$ cat src/io_pins_map.vh
`ifndef IO_PINS_MAP_VH
`define IO_PINS_MAP_VH

// Register byte offsets
`define OFS_LEVEL_AB     12'h00D
`define OFS_LEVEL_CD     12'h01D
`define OFS_DRIVE_AB     12'h00C
`define OFS_DRIVE_CD     12'h01C
`define OFS_CHANGE_AB    12'h004
`define OFS_CHANGE_CD    12'h014
`define OFS_FUNC_A       12'h030
`define OFS_FUNC_B       12'h034
`define OFS_FUNC_C       12'h038
`define OFS_FUNC_D       12'h03C
`define OFS_CTRL         12'h040

// Control register fields
`define CTRL_DET_EN_LSB  0
`define CTRL_FLOW_LSB    4

// Pin function codes
`define CODE_INPUT       2'h0
`define CODE_GPO         2'h1
`define CODE_CLK_A       2'h2
`define CODE_CLK_B       2'h3

// Reset values
`define FUNC_RESET       8'h00
`define DRIVE_RESET      8'h00
`define CTRL_RESET       8'h00

// Change detector sampling
`define CLK_HZ           50000000
`define SAMPLE_HZ        38400
`define SAMPLE_DIV       ((`CLK_HZ) / (`SAMPLE_HZ))

`endif

$ cat src/uart_multifunction_io_pins.v
// The APB register port and the register offsets were decided locally.
`timescale 1ns/1ns
`include "io_pins_map.vh"

module uart_multifunction_io_pins (
    input  wire        ref_clk,
    input  wire        nrst,
    input  wire        psel,
    input  wire        penable,
    input  wire        pwrite,
    input  wire [11:0] paddr,
    input  wire [31:0] pwdata,
    output reg  [31:0] prdata,
    output reg         pready,
    output reg         pslverr,
    input  wire [15:0] pinIn,
    output reg  [15:0] pinOut,
    output reg  [15:0] pinOe_n,
    input  wire [3:0]  txClk1x,
    input  wire [3:0]  txClk16x,
    input  wire [3:0]  rxClk1x,
    input  wire [3:0]  rxClk16x,
    input  wire [1:0]  timerOut,
    output reg  [3:0]  txClkIn,
    output reg  [3:0]  txClkAltIn,
    output reg  [3:0]  rxClkIn,
    output reg  [3:0]  ctsIn,
    output reg  [1:0]  timerClkIn,
    output reg  [1:0]  changeBid
);

// ------------------------------------------------------------
// Registers
// ------------------------------------------------------------
reg [7:0]  funcQ [0:3];
reg [7:0]  driveQ [0:1];
reg [7:0]  ctrlQ;
reg [15:0] pinSync1Q;
reg [15:0] pinSync2Q;
reg [7:0]  changeQ;
reg [7:0]  stableQ;
reg [7:0]  candQ;
reg [15:0] divQ;
wire       tick = (divQ == 16'h0000);
// Reload value kept 32 bits wide so the cut to the divider width is explicit
localparam [31:0] DIV_LAST = `SAMPLE_DIV - 1;

// Level register view: chan0 pins -> bits 0,1,4,5; chan1 -> 2,3,6,7
function [7:0] levelMap;
    input [7:0] p;
    begin
        levelMap = {p[7], p[6], p[3], p[2], p[5], p[4], p[1], p[0]};
    end
endfunction

// Detector inputs: pins 0 and 1 of each channel of a pair
wire [7:0] detPins = {pinSync2Q[13], pinSync2Q[12], pinSync2Q[9], pinSync2Q[8],
                      pinSync2Q[5], pinSync2Q[4], pinSync2Q[1], pinSync2Q[0]};

wire [7:0] levelAb = levelMap(pinSync2Q[7:0]);
wire [7:0] levelCd = levelMap(pinSync2Q[15:8]);

// ------------------------------------------------------------
// APB slave
// ------------------------------------------------------------
wire acc = psel && penable && !pready;
wire wr = acc && pwrite;
wire rd = acc && !pwrite;

always @(posedge ref_clk) begin
    if (!nrst) begin
        funcQ[0] <= `FUNC_RESET;
        funcQ[1] <= `FUNC_RESET;
        funcQ[2] <= `FUNC_RESET;
        funcQ[3] <= `FUNC_RESET;
        driveQ[0] <= `DRIVE_RESET;
        driveQ[1] <= `DRIVE_RESET;
        ctrlQ <= `CTRL_RESET;
        prdata <= 32'h00000000;
        pready <= 1'b0;
        pslverr <= 1'b0;
    end else begin
        pready <= acc;
        pslverr <= 1'b0;
        prdata <= 32'h00000000;
        if (wr) begin
            case (paddr)
                `OFS_FUNC_A:   funcQ[0] <= pwdata[7:0];
                `OFS_FUNC_B:   funcQ[1] <= pwdata[7:0];
                `OFS_FUNC_C:   funcQ[2] <= pwdata[7:0];
                `OFS_FUNC_D:   funcQ[3] <= pwdata[7:0];
                `OFS_DRIVE_AB: driveQ[0] <= pwdata[7:0];
                `OFS_DRIVE_CD: driveQ[1] <= pwdata[7:0];
                `OFS_CTRL:     ctrlQ <= pwdata[7:0];
                `OFS_LEVEL_AB, `OFS_LEVEL_CD, `OFS_CHANGE_AB, `OFS_CHANGE_CD: ;
                default:       pslverr <= 1'b1;
            endcase
        end
        if (rd) begin
            case (paddr)
                `OFS_FUNC_A:    prdata <= {24'h000000, funcQ[0]};
                `OFS_FUNC_B:    prdata <= {24'h000000, funcQ[1]};
                `OFS_FUNC_C:    prdata <= {24'h000000, funcQ[2]};
                `OFS_FUNC_D:    prdata <= {24'h000000, funcQ[3]};
                `OFS_CTRL:      prdata <= {24'h000000, ctrlQ};
                `OFS_LEVEL_AB:  prdata <= {24'h000000, levelAb};
                `OFS_LEVEL_CD:  prdata <= {24'h000000, levelCd};
                `OFS_CHANGE_AB: prdata <= {24'h000000, changeQ[3:0], levelAb[3:0]};
                `OFS_CHANGE_CD: prdata <= {24'h000000, changeQ[7:4], levelCd[3:0]};
                `OFS_DRIVE_AB, `OFS_DRIVE_CD: ;
                default:        pslverr <= 1'b1;
            endcase
        end
    end
end

// ------------------------------------------------------------
// Pin synchroniser and change detectors
// ------------------------------------------------------------
always @(posedge ref_clk) begin
    if (!nrst) begin
        pinSync1Q <= 16'h0000;
        pinSync2Q <= 16'h0000;
        divQ <= 16'h0000;
    end else begin
        pinSync1Q <= pinIn;
        pinSync2Q <= pinSync1Q;
        divQ <= tick ? DIV_LAST[15:0] : divQ - 16'h0001;
    end
end

// Enable bit per channel: chan a,b -> bits 0,1; c,d -> 2,3
wire [7:0] detEn = {ctrlQ[3], ctrlQ[3], ctrlQ[2], ctrlQ[2],
                    ctrlQ[1], ctrlQ[1], ctrlQ[0], ctrlQ[0]};
wire       clrAb = rd && paddr == `OFS_CHANGE_AB;
wire       clrCd = rd && paddr == `OFS_CHANGE_CD;

genvar g;
generate
    for (g = 0; g < 8; g = g + 1) begin : detect
        // A change must persist over two samples before it counts
        wire confirm = tick && detPins[g] != stableQ[g] && candQ[g] == detPins[g];
        wire clr = (g < 4) ? clrAb : clrCd;
        always @(posedge ref_clk) begin
            if (!nrst) begin
                stableQ[g] <= 1'b0;
                candQ[g] <= 1'b0;
                changeQ[g] <= 1'b0;
            end else begin
                if (tick) begin
                    candQ[g] <= detPins[g];
                end
                if (confirm) begin
                    stableQ[g] <= detPins[g];
                end
                // Set wins over a same-cycle clearing read
                if (confirm && detEn[g]) begin
                    changeQ[g] <= 1'b1;
                end else if (clr) begin
                    changeQ[g] <= 1'b0;
                end
            end
        end
    end
endgenerate

// ------------------------------------------------------------
// Pin drivers and input routing
// ------------------------------------------------------------
reg [15:0] outD;
reg [15:0] oeD;
reg [3:0]  txD;
reg [3:0]  txAltD;
reg [3:0]  rxD;
reg [3:0]  ctsD;
reg [7:0]  code;
reg [7:0]  drv;
reg [2:0]  bp;
reg        flow;
integer    c;

always @* begin
    outD = 16'h0000;
    oeD = 16'hFFFF;
    txD = 4'h0;
    txAltD = 4'h0;
    rxD = 4'h0;
    ctsD = 4'h0;
    code = 8'h00;
    drv = 8'h00;
    bp = 3'h0;
    flow = 1'b0;
    for (c = 0; c < 4; c = c + 1) begin
        code = funcQ[c];
        drv = driveQ[c / 2];
        // Three bits wide: the pin 2 and pin 3 offsets reach bits 6 and 7
        bp = (c % 2 == 1) ? 3'h2 : 3'h0;
        flow = ctrlQ[`CTRL_FLOW_LSB + c];
        // TX, RX and CTS inputs read synchronised pin whatever the code; alt TX clock reads pin 1 only when pin 3 is not an input
        txD[c] = pinSync2Q[4 * c + 3];
        rxD[c] = pinSync2Q[4 * c + 2];
        ctsD[c] = pinSync2Q[4 * c];
        txAltD[c] = (code[7:6] != `CODE_INPUT) ? pinSync2Q[4 * c + 1] : 1'b0;
        // Pin 0
        case (code[1:0])
            `CODE_GPO:   outD[4 * c] = ~drv[bp];
            `CODE_CLK_A: outD[4 * c] = txClk1x[c];
            `CODE_CLK_B: outD[4 * c] = txClk16x[c];
            default:     outD[4 * c] = 1'b0;
        endcase
        // Pin 1; RTS is active low so it equals the inverted bit
        case (code[3:2])
            `CODE_GPO:   outD[4 * c + 1] = ~drv[bp + 3'h1];
            `CODE_CLK_A: outD[4 * c + 1] = (c % 2 == 1) ? timerOut[c / 2] : rxClk16x[c];
            `CODE_CLK_B: outD[4 * c + 1] = rxClk1x[c];
            default:     outD[4 * c + 1] = 1'b0;
        endcase
        // Pin 2
        case (code[5:4])
            `CODE_GPO:   outD[4 * c + 2] = ~drv[bp + 3'h4];
            `CODE_CLK_A: outD[4 * c + 2] = rxClk1x[c];
            `CODE_CLK_B: outD[4 * c + 2] = rxClk16x[c];
            default:     outD[4 * c + 2] = 1'b0;
        endcase
        // Pin 3
        case (code[7:6])
            `CODE_GPO:   outD[4 * c + 3] = ~drv[bp + 3'h5];
            `CODE_CLK_A: outD[4 * c + 3] = txClk16x[c];
            `CODE_CLK_B: outD[4 * c + 3] = txClk1x[c];
            default:     outD[4 * c + 3] = 1'b0;
        endcase
        oeD[4 * c]     = (code[1:0] == `CODE_INPUT);
        oeD[4 * c + 1] = (code[3:2] == `CODE_INPUT);
        oeD[4 * c + 2] = (code[5:4] == `CODE_INPUT);
        oeD[4 * c + 3] = (code[7:6] == `CODE_INPUT);
        // Flow bit is only a mode flag; RTS follows the output bit the host writes
        if (flow) begin
            outD[4 * c + 1] = outD[4 * c + 1];
        end
    end
end

always @(posedge ref_clk) begin
    if (!nrst) begin
        pinOut <= 16'h0000;
        pinOe_n <= 16'hFFFF;
        txClkIn <= 4'h0;
        txClkAltIn <= 4'h0;
        rxClkIn <= 4'h0;
        ctsIn <= 4'h0;
        timerClkIn <= 2'h0;
        changeBid <= 2'h0;
    end else begin
        pinOut <= outD;
        pinOe_n <= oeD;
        txClkIn <= txD;
        txClkAltIn <= txAltD;
        rxClkIn <= rxD;
        ctsIn <= ctsD;
        timerClkIn <= {pinSync2Q[9], pinSync2Q[1]};
        changeBid <= {|changeQ[7:4], |changeQ[3:0]};
    end
end

endmodule // uart_multifunction_io_pins

$ cat config.mk
export PLATFORM = sky130hd
export DESIGN_NAME = uart_multifunction_io_pins
export DESIGN_NICKNAME = d
export VERILOG_FILES = /design/src/uart_multifunction_io_pins.v
export VERILOG_INCLUDE_DIRS = /design/src
export SDC_FILE = /design/constraint.sdc
export NUM_CORES = 1
export LEC_CHECK = 0
export ABC_CLOCK_PERIOD_IN_PS = 7100
export BUFFER_PORTS_ARGS = -buffer_cell sky130_fd_sc_hd__buf_2
export CAP_MARGIN = 10
export CORE_ASPECT_RATIO = 0.75
export CORE_UTILIZATION = 53
export CTS_CLUSTER_DIAMETER = 80
export CTS_CLUSTER_SIZE = 28
export DETAILED_ROUTE_END_ITERATION = 7
export GPL_TIMING_DRIVEN = 0
export PLACE_DENSITY = 0.82
export SLEW_MARGIN = 20
export SYNTH_ARGS = -nofsm -noshare
export SYNTH_HDL_FRONTEND = slang
export SYNTH_SLANG_ARGS = --single-unit
$ cat constraint.sdc
create_clock -name ref_clk -period 7.1 [get_ports ref_clk]
set_clock_uncertainty 0.05 [all_clocks]
set_input_delay 0.355 -clock ref_clk [delete_from_list [all_inputs] [get_ports ref_clk]]
set_output_delay 0.355 -clock ref_clk [all_outputs]
set_load 0.02 [all_outputs]
# After elaboration in Yosys (flattened, before gate mapping)
# Memory sizes are Yosys's and may differ from the RTL's.
# Index checks and enable logic that the tools add are counted.
totals:
  reg_bits: 166
  ram_bits: 48
  in_bits: 83
  output_inout_bits: 86
  mem_count: 2
mem_list:
  columns: ["memory", "words", "width", "read_ports", "rd_ports_with_merged_regs", "write_ports", "line", "text"]
  rows:
  - ["funcQ", 4, 8, 4, 0, 4, "uart_multifunction_io_pins.v:35", "reg [7:0] funcQ [0:3];"]
  - ["driveQ", 2, 8, 2, 0, 2, "uart_multifunction_io_pins.v:36", "reg [7:0] driveQ [0:1];"]
classes:
  addsub: 1
  n_eq_ne: 75
  mux: 63
  bitwise_logic: 23
  reduce_logical: 71
op_table:
  columns: ["op", "n"]
  rows:
  - ["8-bit case mux with 9 select lines", 1]
  - ["2-bit equality test (second input constant)", 32]
  - ["12-bit by 6-bit equality test with 1-bit output (second input constant)", 4]
  - ["8-bit 2-to-1 mux", 6]
  - ["1-bit case mux with 3 select lines", 16]
  - ["1-bit 2-to-1 mux", 39]
  - ["12-bit by 5-bit equality test with 1-bit output (second input constant)", 3]
  - ["2-bit by 1-bit equality test with 1-bit output (second input constant)", 16]
  - ["2-bit logical NOT", 16]
  - ["1-bit logical AND", 30]
  - ["12-bit by 4-bit equality test with 1-bit output (second input constant)", 2]
  - ["2-bit nonzero test", 12]
  - ["1-bit inverter", 17]
  - ["16-bit logical NOT", 1]
  - ["16-bit by 1-bit subtractor with 16-bit output (second input constant)", 1]
  - ["12-bit by 3-bit equality test with 1-bit output (second input constant)", 1]
  - ["12-bit by 7-bit equality test with 1-bit output (second input constant)", 1]
  - ["2-bit AND reduction", 6]
  - ["11-bit 2-to-1 mux", 1]
  - ["11-bit OR reduction", 1]
  - ["1-bit equality test", 8]
  - ["1-bit != test", 8]
  - ["4-bit OR reduction", 2]
  - ["1-bit OR", 6]
  - ["other kinds (2)", 3]

# Longest topological paths before layout
# Gate-level depths: netlist of run 1.
logic_depth:
  depth_word: 7
  mapped_depth: 8

# Worst setup path before layout of run 1
# OpenSTA, ideal clock, no wires.
synth_path:
  path_type: "input to register"
  from: "input paddr[9]"
  to: "memory funcQ[0][0] (enable)"
  arrival_time_ns: 2.445
  t_required_ns: 6.652
  setup_slack_ns: 4.207
  cell_stages: 5
  n_path_buf: 1
  cell_sequence: "or4_4 -> buf_6 -> nor4b_2 -> nand2_1 -> o41ai_1"
synth_lines:
  columns: ["item", "line", "text"]
  rows:
  - ["from (decl)", "uart_multifunction_io_pins.v:11", "input wire [11:0] paddr,"]
  - ["to (decl)", "uart_multifunction_io_pins.v:35", null]

==> results of run 1 <==
==> registers in the layout (all words and copies together), names as in the netlist <==
signal,flops
pinOut,16
stableQ,8
prdata,8
pinOe_n,16
divQ,16
rxClkIn,4
txClkIn,4
pready,1
ctrlQ,8
ctsIn,4
driveQ,16
pinSync2Q,16
candQ,8
txClkAltIn,4
changeBid,2
changeQ,8
pslverr,1
pinSync1Q,16
timerClkIn,2
funcQ,32
==> metrics by stage <==
step	area (µm²)	total power, mW	hold WS, ps
after floorplan	7940	1.62	362
after global placement	8780	1.77	364
after detailed placement	8820	1.79	369
after CTS	9410	2.73	61.7
final	9410	2.73	75.8
after global routing	9410	2.85	61.0
==> synthesized netlist by cell type (all sizes together), types with 6 or more instances <==
cell type  instances  share of area (%)
dfxtp            142                 36
and2              87                6.9
o21ai             67                4.3
nor2              60                2.9
a21oi             48                3.1
edfxtp            48                 18
nand2             45                2.1
buf               33                2.9
mux2i             28                3.6
clkbuf            26                1.3
inv               26                1.2
nand3             20                1.3
nand4             13                1.0
a31oi              9               0.72
nor4               9                1.3
or3b               9                1.0
xor2               8               0.89
nor4b              7                1.0
o2bb2ai            7               0.78
or3                7               0.56
or4                7               0.76
a211oi             6               0.64
nor3               6               0.38
==> how the worst min path moves through the flow <==
stage | cells after the start | slack, ps | startpoint | endpoint
after floorplan | 1 | 360 | pinSync1Q[0] | pinSync2Q[0]
after global placement | 1 | 360 | pinSync1Q[15] | pinSync2Q[15]
after detailed placement | 1 | 370 | pinSync1Q[2] | pinSync2Q[2]
after CTS | 2 | 60 | pinIn[12] | pinSync1Q[12]
after global routing | 2 | 60 | pinIn[12] | pinSync1Q[12]
final | 2 | 80 | pinIn[12] | pinSync1Q[12]
==> metal layers <==
layer	GRT usage (%)	part of all wire (%)	up-vias
met5	0	0	-
met4	10.3	1.7	0
met3	8.54	12	29
met2	39.4	42	372
met1	39.5	44	3037
li1	-	-	3059
==> placed cells by master (no fill, tap or decap), types with 4 or more instances in the layout <==
cell and instances:
sky130_fd_sc_hd__a22oi_1 4, sky130_fd_sc_hd__conb_1 24, sky130_fd_sc_hd__buf_4 26, sky130_fd_sc_hd__clkbuf_1 25
sky130_fd_sc_hd__edfxtp_1 48, sky130_fd_sc_hd__a211oi_1 5, sky130_fd_sc_hd__mux2_2 4, sky130_fd_sc_hd__o21ai_0 64
sky130_fd_sc_hd__or3b_2 9, sky130_fd_sc_hd__nor4_1 6, sky130_fd_sc_hd__nor3_1 6, sky130_fd_sc_hd__or3_1 7
sky130_fd_sc_hd__nor3b_1 4, sky130_fd_sc_hd__clkinv_4 5, sky130_fd_sc_hd__nand2_1 45, sky130_fd_sc_hd__nand4_1 13
sky130_fd_sc_hd__a311oi_1 4, sky130_fd_sc_hd__clkbuf_16 17, sky130_fd_sc_hd__dfxtp_1 142, sky130_fd_sc_hd__mux2i_1 28
sky130_fd_sc_hd__a21oi_1 48, sky130_fd_sc_hd__o311ai_0 4, sky130_fd_sc_hd__inv_8 4, sky130_fd_sc_hd__and2_1 87
sky130_fd_sc_hd__inv_1 25, sky130_fd_sc_hd__a221oi_1 4, sky130_fd_sc_hd__xor2_1 8, sky130_fd_sc_hd__xnor2_1 4
sky130_fd_sc_hd__a31oi_1 9, sky130_fd_sc_hd__or4_1 5, sky130_fd_sc_hd__nand3_1 20, sky130_fd_sc_hd__buf_2 124
sky130_fd_sc_hd__o2bb2ai_1 7, sky130_fd_sc_hd__nor4b_1 4, sky130_fd_sc_hd__nor2_1 60
==> final cells by class <==
class	count	area [µm²]	area share [%]
flip-flops and latches	190	4280	45.5
multi-input cells	529	3250	34.5
repair buffers	121	611	6.49
clock buffers	18	439	4.67
plain buffers	59	327	3.47
well taps	200	250	2.66
clock inverters	14	150	1.60
inverters	27	101	1.08
diodes	2	5.00	0.0532
==> worst reg2reg max path, cell delays in order (launching register included) <==
cell	delay, ps
sky130_fd_sc_hd__dfxtp_1	310
sky130_fd_sc_hd__and3b_1	280
sky130_fd_sc_hd__and2_1	140
sky130_fd_sc_hd__clkbuf_1	390
sky130_fd_sc_hd__nand3_1	200
sky130_fd_sc_hd__o21ai_1	530
sky130_fd_sc_hd__buf_4	270
==> cells by family after synthesis <==
family,count (synthesis),synth area share (%)
buf+inv,86,5.45
mux,32,4.14
flops,190,54.5
other cells,1,0.0477
fa+ha+maj,2,0.318
compound gates,164,12.4
simple gates,295,21.8
xor+xnor,12,1.34
==> report_power, final <==
part	total (mW)	switching, mW	internal [mW]
registers	1.24	0.0653	1.18
clock network	0.946	0.438	0.508
logic	0.538	0.367	0.171
total	2.73	0.870	1.86
==> impl_results.md, run 1 <==
- Number of cell rows: 38
- Wire length of the first global-routing pass: 31.2 mm
- I/O Buffers: 117
- Post-Synthesis Cell Area: 7860 µm²
- Peak clock frequency supported by timing: 402 MHz
- Seq/Total Area, Yosys: 54.5%
- Via count: 6497
- Hold violation total from the final report: 0
- Setup WS post-layout: 4610 ps
- WL per Instance: 17.8 µm
- Area of the die: 15300 µm²
- TritonCTS Buffers: 17
- Post-layout min period: 2490 ps
- Count of cell instances traversed by the critical path: 6
- CP max-delay cell: sky130_fd_sc_hd__o21ai_1
- H-tree levels: 4
- Post-synth cell types: 62
- Root cell of the clock tree: sky130_fd_sc_hd__clkbuf_16
- Top Family by Delay on Critical Path: simple AND/OR/NAND/NOR gates
- Number of storage elements in the synthesis netlist: 190
- Core area: 14500 µm²
- Max-capacitance violation count: 0
- Measured slew at the worst slew-check pin: 1130 ps
- Die width: 143 µm
- Final max-slew violation count: 0
- Overall routing resource usage: 27.8%
- Cts-stage hold buffer count: 0
- Cell count of the worst reg-to-reg path: 6
- Number of flops mapped to enable cells by yosys: 48
- Post-CTS resize count: 0
- Reg-to-reg slack, setup: 4640 ps
- Avg Cell Area, Syn: 10.0 µm²
- Y dimension of the die: 107 µm
- Remaining antenna violation count: 0
- Type of destination of the critical path: flip-flop
- Clock buffer depth: 2
- Synth Flop Type: sky130_fd_sc_hd__dfxtp_1
- Layout overhead on the synthesized area: 19.8%
- Clock Sinks: 190
- Kind of start point of the critical path: primary input
- Number of placed instances, taps included: 1126
- Remaining max-slew budget at the tightest pin: 24.1%
- Number of fill cells: 1165
- Critical path buffers and inverters: 2
- Share of the core filled with cells in the final layout: 65.1%
- Post-DR vias/cell: 5.60
- Post-route DRC violation count: 0
- Clk_lat worst skew: 430 ps
- Required @ worst endpoint: 7110 ps
- Starting DRC count in detailed routing: 722
- I/O pin count: 169
- Setup repair after global routing missed its margin: false
- Worst path max stage delay: 630 ps
- Clock slew at the register clock pins of the worst setup and hold paths: 70 ps
- Post-CTS setup buffer count: 0
- Dpl ws: 3910 ps
- Overall routed net length: 20.6 mm
- Global-route congestion overflow total: 0
- Initial Utilization: 54.4%
- Maximum fanout along the worst path: 10
- Worst R2R Start: pready
- Layout net count: 1030
- Final-layout setup total negative slack: 0 ps
- HPWL after detailed placement: 15.4 mm
- Final standard cell count with taps included and fillers excluded: 1160
- Async set-or-reset flop fraction in the synthesized netlist: 0%
- Worst setup path class: in -> reg
- Count of synthesis-stage warnings from yosys: 0
- GP Congestion: 0.942
- Min-delay worst type: in -> reg
- Endpoint of the most critical setup path: funcQ[3][0]
- Maximum number of pins on one net before global-route repair: 19
- Endpoints failing setup: 0
- Reg2reg end: driveQ[0][13]
- Number of optimization iterations in the first detailed-route pass: 5
- Status: completed
- Initial antenna violation count: 2
- Launch point of the critical path: paddr[9]
- Pwr/cell area: 290 nW/µm²
- Post-route fraction of the period consumed by the critical path: 35.0%
- CTS tree: done
- Sequence of cells on the critical path: buf_2 > or4_4 > buf_6 > nor4b_2 > nand2_1 > o21ai_1
- Standby leakage power: 3.80 nW
- Share of post-route cells with drive strength above 1: 22.1%
- Highest ir drop seen on vdd: 0.000207 V
- Number of global-route vias before repair: 5749
- Arrival @ worst endpoint: 2500 ps
- Synth Instances: 782
Note: power is estimated with default switching activity, not from simulation.
==> run 2, diff against run 1 <==
--- a/config.mk
+++ b/config.mk
@@ -6,7 +6,7 @@
 export SDC_FILE = /design/constraint.sdc
 export NUM_CORES = 1
 export LEC_CHECK = 0
-export ABC_CLOCK_PERIOD_IN_PS = 7100
+export ABC_CLOCK_PERIOD_IN_PS = 2300
 export BUFFER_PORTS_ARGS = -buffer_cell sky130_fd_sc_hd__buf_2
 export CAP_MARGIN = 10
 export CORE_ASPECT_RATIO = 0.75
==> constraint.sdc (replaced) <==
create_clock -name ref_clk -period 2.3 [get_ports ref_clk]
set_clock_uncertainty 0.05 [all_clocks]
set_input_delay 0.115 -clock ref_clk [delete_from_list [all_inputs] [get_ports ref_clk]]
set_output_delay 0.115 -clock ref_clk [all_outputs]
set_load 0.02 [all_outputs]
==> run 2 against run 1 <==
Compared with the run above: sequential cell count is the same; critical path depth is the same; die area is the same; sequential power grew to 3.1 times the previous value; sequential share of layout area shrank 1.6 points; count of clock-buffer cells in the layout is the same; hold slack lost 63 ps; final area grew 3.7%; register-to-register slack lost 4600 ps.
==> impl_results.md, run 2 (same netlist as run 1, synthesis figures left out) <==
- H-tree levels: 4 (unchanged)
- Layout overhead on the synthesized area: 24.2% (was 19.8%)
- Design Area, Final: 9760 µm² (was 9410 µm²)
- GP Congestion: 0.942 (unchanged)
- Post-route DRC violation count: 0 (unchanged)
- Clock slew at the register clock pins of the worst setup and hold paths: 70 ps (about the same)
- Initial antenna violation count: 2 (unchanged)
- Cell count of the worst reg-to-reg path: 5 (was 6)
- Wire length of the first global-routing pass: 32.2 mm (was 31.2 mm)
- Power share of the clock group: 34.3% (was 34.7%)
- Largest Register: funcQ (unchanged)
- Post-route fraction of the period consumed by the critical path: 96.7%
- Internal: 5.83 mW (was 1.86 mW)
- Required @ worst endpoint: 2440 ps (was 7110 ps)
- Reg-to-reg slack, setup: 80 ps (was 4640 ps)
- Max FFs per register: 32 (unchanged)
- Min-delay worst type: in -> reg (unchanged)
- Layout net count: 1060 (was 1030)
- Die width: 143 µm (unchanged)
- Instance area at placement: 8820 µm² (unchanged)
- Post-layout min period: 2220 ps
- Max-capacitance violation count: 0 (unchanged)
- Initial Utilization: 54.4% (unchanged)
- Number of cell rows: 38 (unchanged)
- Overall routing resource usage: 28.6% (was 27.8%)
- Final standard cell count with taps included and fillers excluded: 1190 (was 1160)
- Measured slew at the worst slew-check pin: 1150 ps (was 1130 ps)
- Highest ir drop seen on vdd: 0.000639 V (was 0.000207 V)
- Number of placed instances, taps included: 1126 (unchanged)
- Peak clock frequency supported by timing: 450 MHz
- Worst R2R Start: pready (unchanged)
- Standby leakage power: 3.96 nW (was 3.80 nW)
- Endpoints failing setup: 0 (unchanged)
- Hold Slack: 12.6 ps (was 75.8 ps)
- Via count: 6607 (was 6497)
- CTS tree: done (unchanged)
- Launch point of the critical path: nrst (was paddr[9])
- Comb power frac: 20.8% (was 19.7%)
- Clk_lat worst skew: 430 ps (about the same)
- Reg2reg end: driveQ[0][13] (unchanged)
- I/O Buffers: 117 (unchanged)
- Status: completed (unchanged)
- Share of the core filled with cells in the final layout: 67.5% (was 65.1%)
- Number of global-route vias before repair: 6012 (was 5749)
- Remaining max-slew budget at the tightest pin: 22.2% (was 24.1%)
- Overall routed net length: 21.3 mm (was 20.6 mm)
- Root cell of the clock tree: sky130_fd_sc_hd__clkbuf_16 (unchanged)
- Setup repair after global routing missed its margin: true (was false)
- Worst setup path class: in -> reg (unchanged)
- Post-DR vias/cell: 5.55 (was 5.60)
- Remaining antenna violation count: 0 (unchanged)
- Clock Sinks: 190 (unchanged)
- Number of optimization iterations in the first detailed-route pass: 5 (unchanged)
- HPWL after detailed placement: 15.4 mm (unchanged)
- Area of the die: 15300 µm² (unchanged)
- Starting DRC count in detailed routing: 715 (was 722)
- Number of cells on the worst hold path: 5 (was 2)
- Clock buffer depth: 2 (unchanged)
- Arrival @ worst endpoint: 2360 ps (was 2500 ps)
- Min-Delay Endpoint: pinOut[5] (was pinSync1Q[12])
- Type of destination of the critical path: flip-flop (unchanged)
- Maximum fanout along the worst path: 10 (unchanged)
- Y dimension of the die: 107 µm (unchanged)
- Global-route congestion overflow total: 0 (unchanged)
- Pwr/cell area: 878 nW/µm² (was 290 nW/µm²)
- TritonCTS Buffers: 17 (unchanged)
- Share of post-route cells with drive strength above 1: 22.4% (was 22.1%)
- Hold violation total from the final report: 0 (unchanged)
- Most common cell after layout, fill and taps aside: sky130_fd_sc_hd__dfxtp_1 (unchanged)
- Power spent charging and discharging nets: 2.73 mW (was 0.870 mW)
- WL per Instance: 17.9 µm (was 17.8 µm)
- Final max-slew violation count: 0 (unchanged)
- Kind of start point of the critical path: primary input (unchanged)
- Commonest cells after routing, fill and taps aside: sky130_fd_sc_hd__dfxtp_1, sky130_fd_sc_hd__buf_2, sky130_fd_sc_hd__and2_1, sky130_fd_sc_hd__o21ai_0, sky130_fd_sc_hd__nor2_1 (unchanged)
- Min-delay src: timerOut[0] (was pinIn[12])
- Maximum number of pins on one net before global-route repair: 19 (unchanged)
- I/O pin count: 169 (unchanged)
- Sequential share of power: 44.9% (was 45.6%)
- Core area: 14500 µm² (unchanged)
- Switch share: 31.9% (about the same)
-- run 2: cell types whose count changed in the layout (fill, tap and decap cells not counted), sizes merged --
cell         before  now
buf             154  155
dlygate4sd3       0   29
-- run 2: how the worst max path moves through the flow --
| stage | slack (ps) | endpoint | depth (start not counted) |
|---|---|---|---|
| 6_report | 80 | driveQ[0][13] | 6 |
| 5_1_grt | -30 | funcQ[1][4] | 5 |
| 4_1_cts | -10 | driveQ[0][9] | 6 |
| 3_5_place_dp | -650 | funcQ[3][2] | 6 |
| 3_3_place_gp | -1100 | funcQ[0][4] | 6 |
| 2_1_floorplan | -350 | funcQ[0][0] | 5 |
-- run 2: repair_timing --
item / in CTS / in global routing
endpoints found under the setup margin: 16 / 42
endpoints found under the hold margin: 32 / 0
hold buffers: 29 / 0
gates resized for setup: 4 / 11
pin swaps: 0 / 1
buffers inserted: 0 / 2
-- run 2: cell type report --
type | instances | area (µm²)
antenna | 2 | 5.00
buffer | 58 | 329
clock buffer | 18 | 439
clock inverter | 14 | 150
fill | 1123 | 4700
inverter | 27 | 101
multi-input combinational | 529 | 3280
sequential | 190 | 4280
tap | 200 | 250
timing repair buffer | 152 | 916
-- run 2: per-layer routing --
layer | share of wire (%) | GRT usage [%] | up-vias
met1 | 44 | 39.9 | 3091
met5 | 0 | 0 | -
met4 | 1.9 | 10.9 | 0
met2 | 43 | 41.5 | 370
met3 | 12 | 8.45 | 30
li1 | - | - | 3116
-- run 2: through the flow --
stage / power (mW) / setup WS, ps / setup TNS, ps
floorplan: 5.00 / -353 / -5930
global placement: 5.48 / -1100 / -36170
detailed placement: 5.53 / -648 / -12920
CTS: 8.46 / -9.54 / -37.6
global route: 8.93 / -28.4 / -190
finish: 8.57 / 76.6 / 0
-- run 2: power by group through the flow --
stage               combinational (mW)  clock [mW]  sequential (mW)
floorplan                         1.09           0             3.91
global placement                  1.58           0             3.90
CTS                               1.67        2.95             3.84
finish                            1.79        2.94             3.85
detailed placement                1.62           0             3.91
global route                      1.96        3.09             3.87
-- run 2: worst max-delay path, stage by stage --
cell and delay (ps):
sky130_fd_sc_hd__dlygate4sd3_1 520, sky130_fd_sc_hd__buf_2 150, sky130_fd_sc_hd__clkbuf_1 480, sky130_fd_sc_hd__clkbuf_1 590
sky130_fd_sc_hd__o21ai_2 260, sky130_fd_sc_hd__buf_4 240
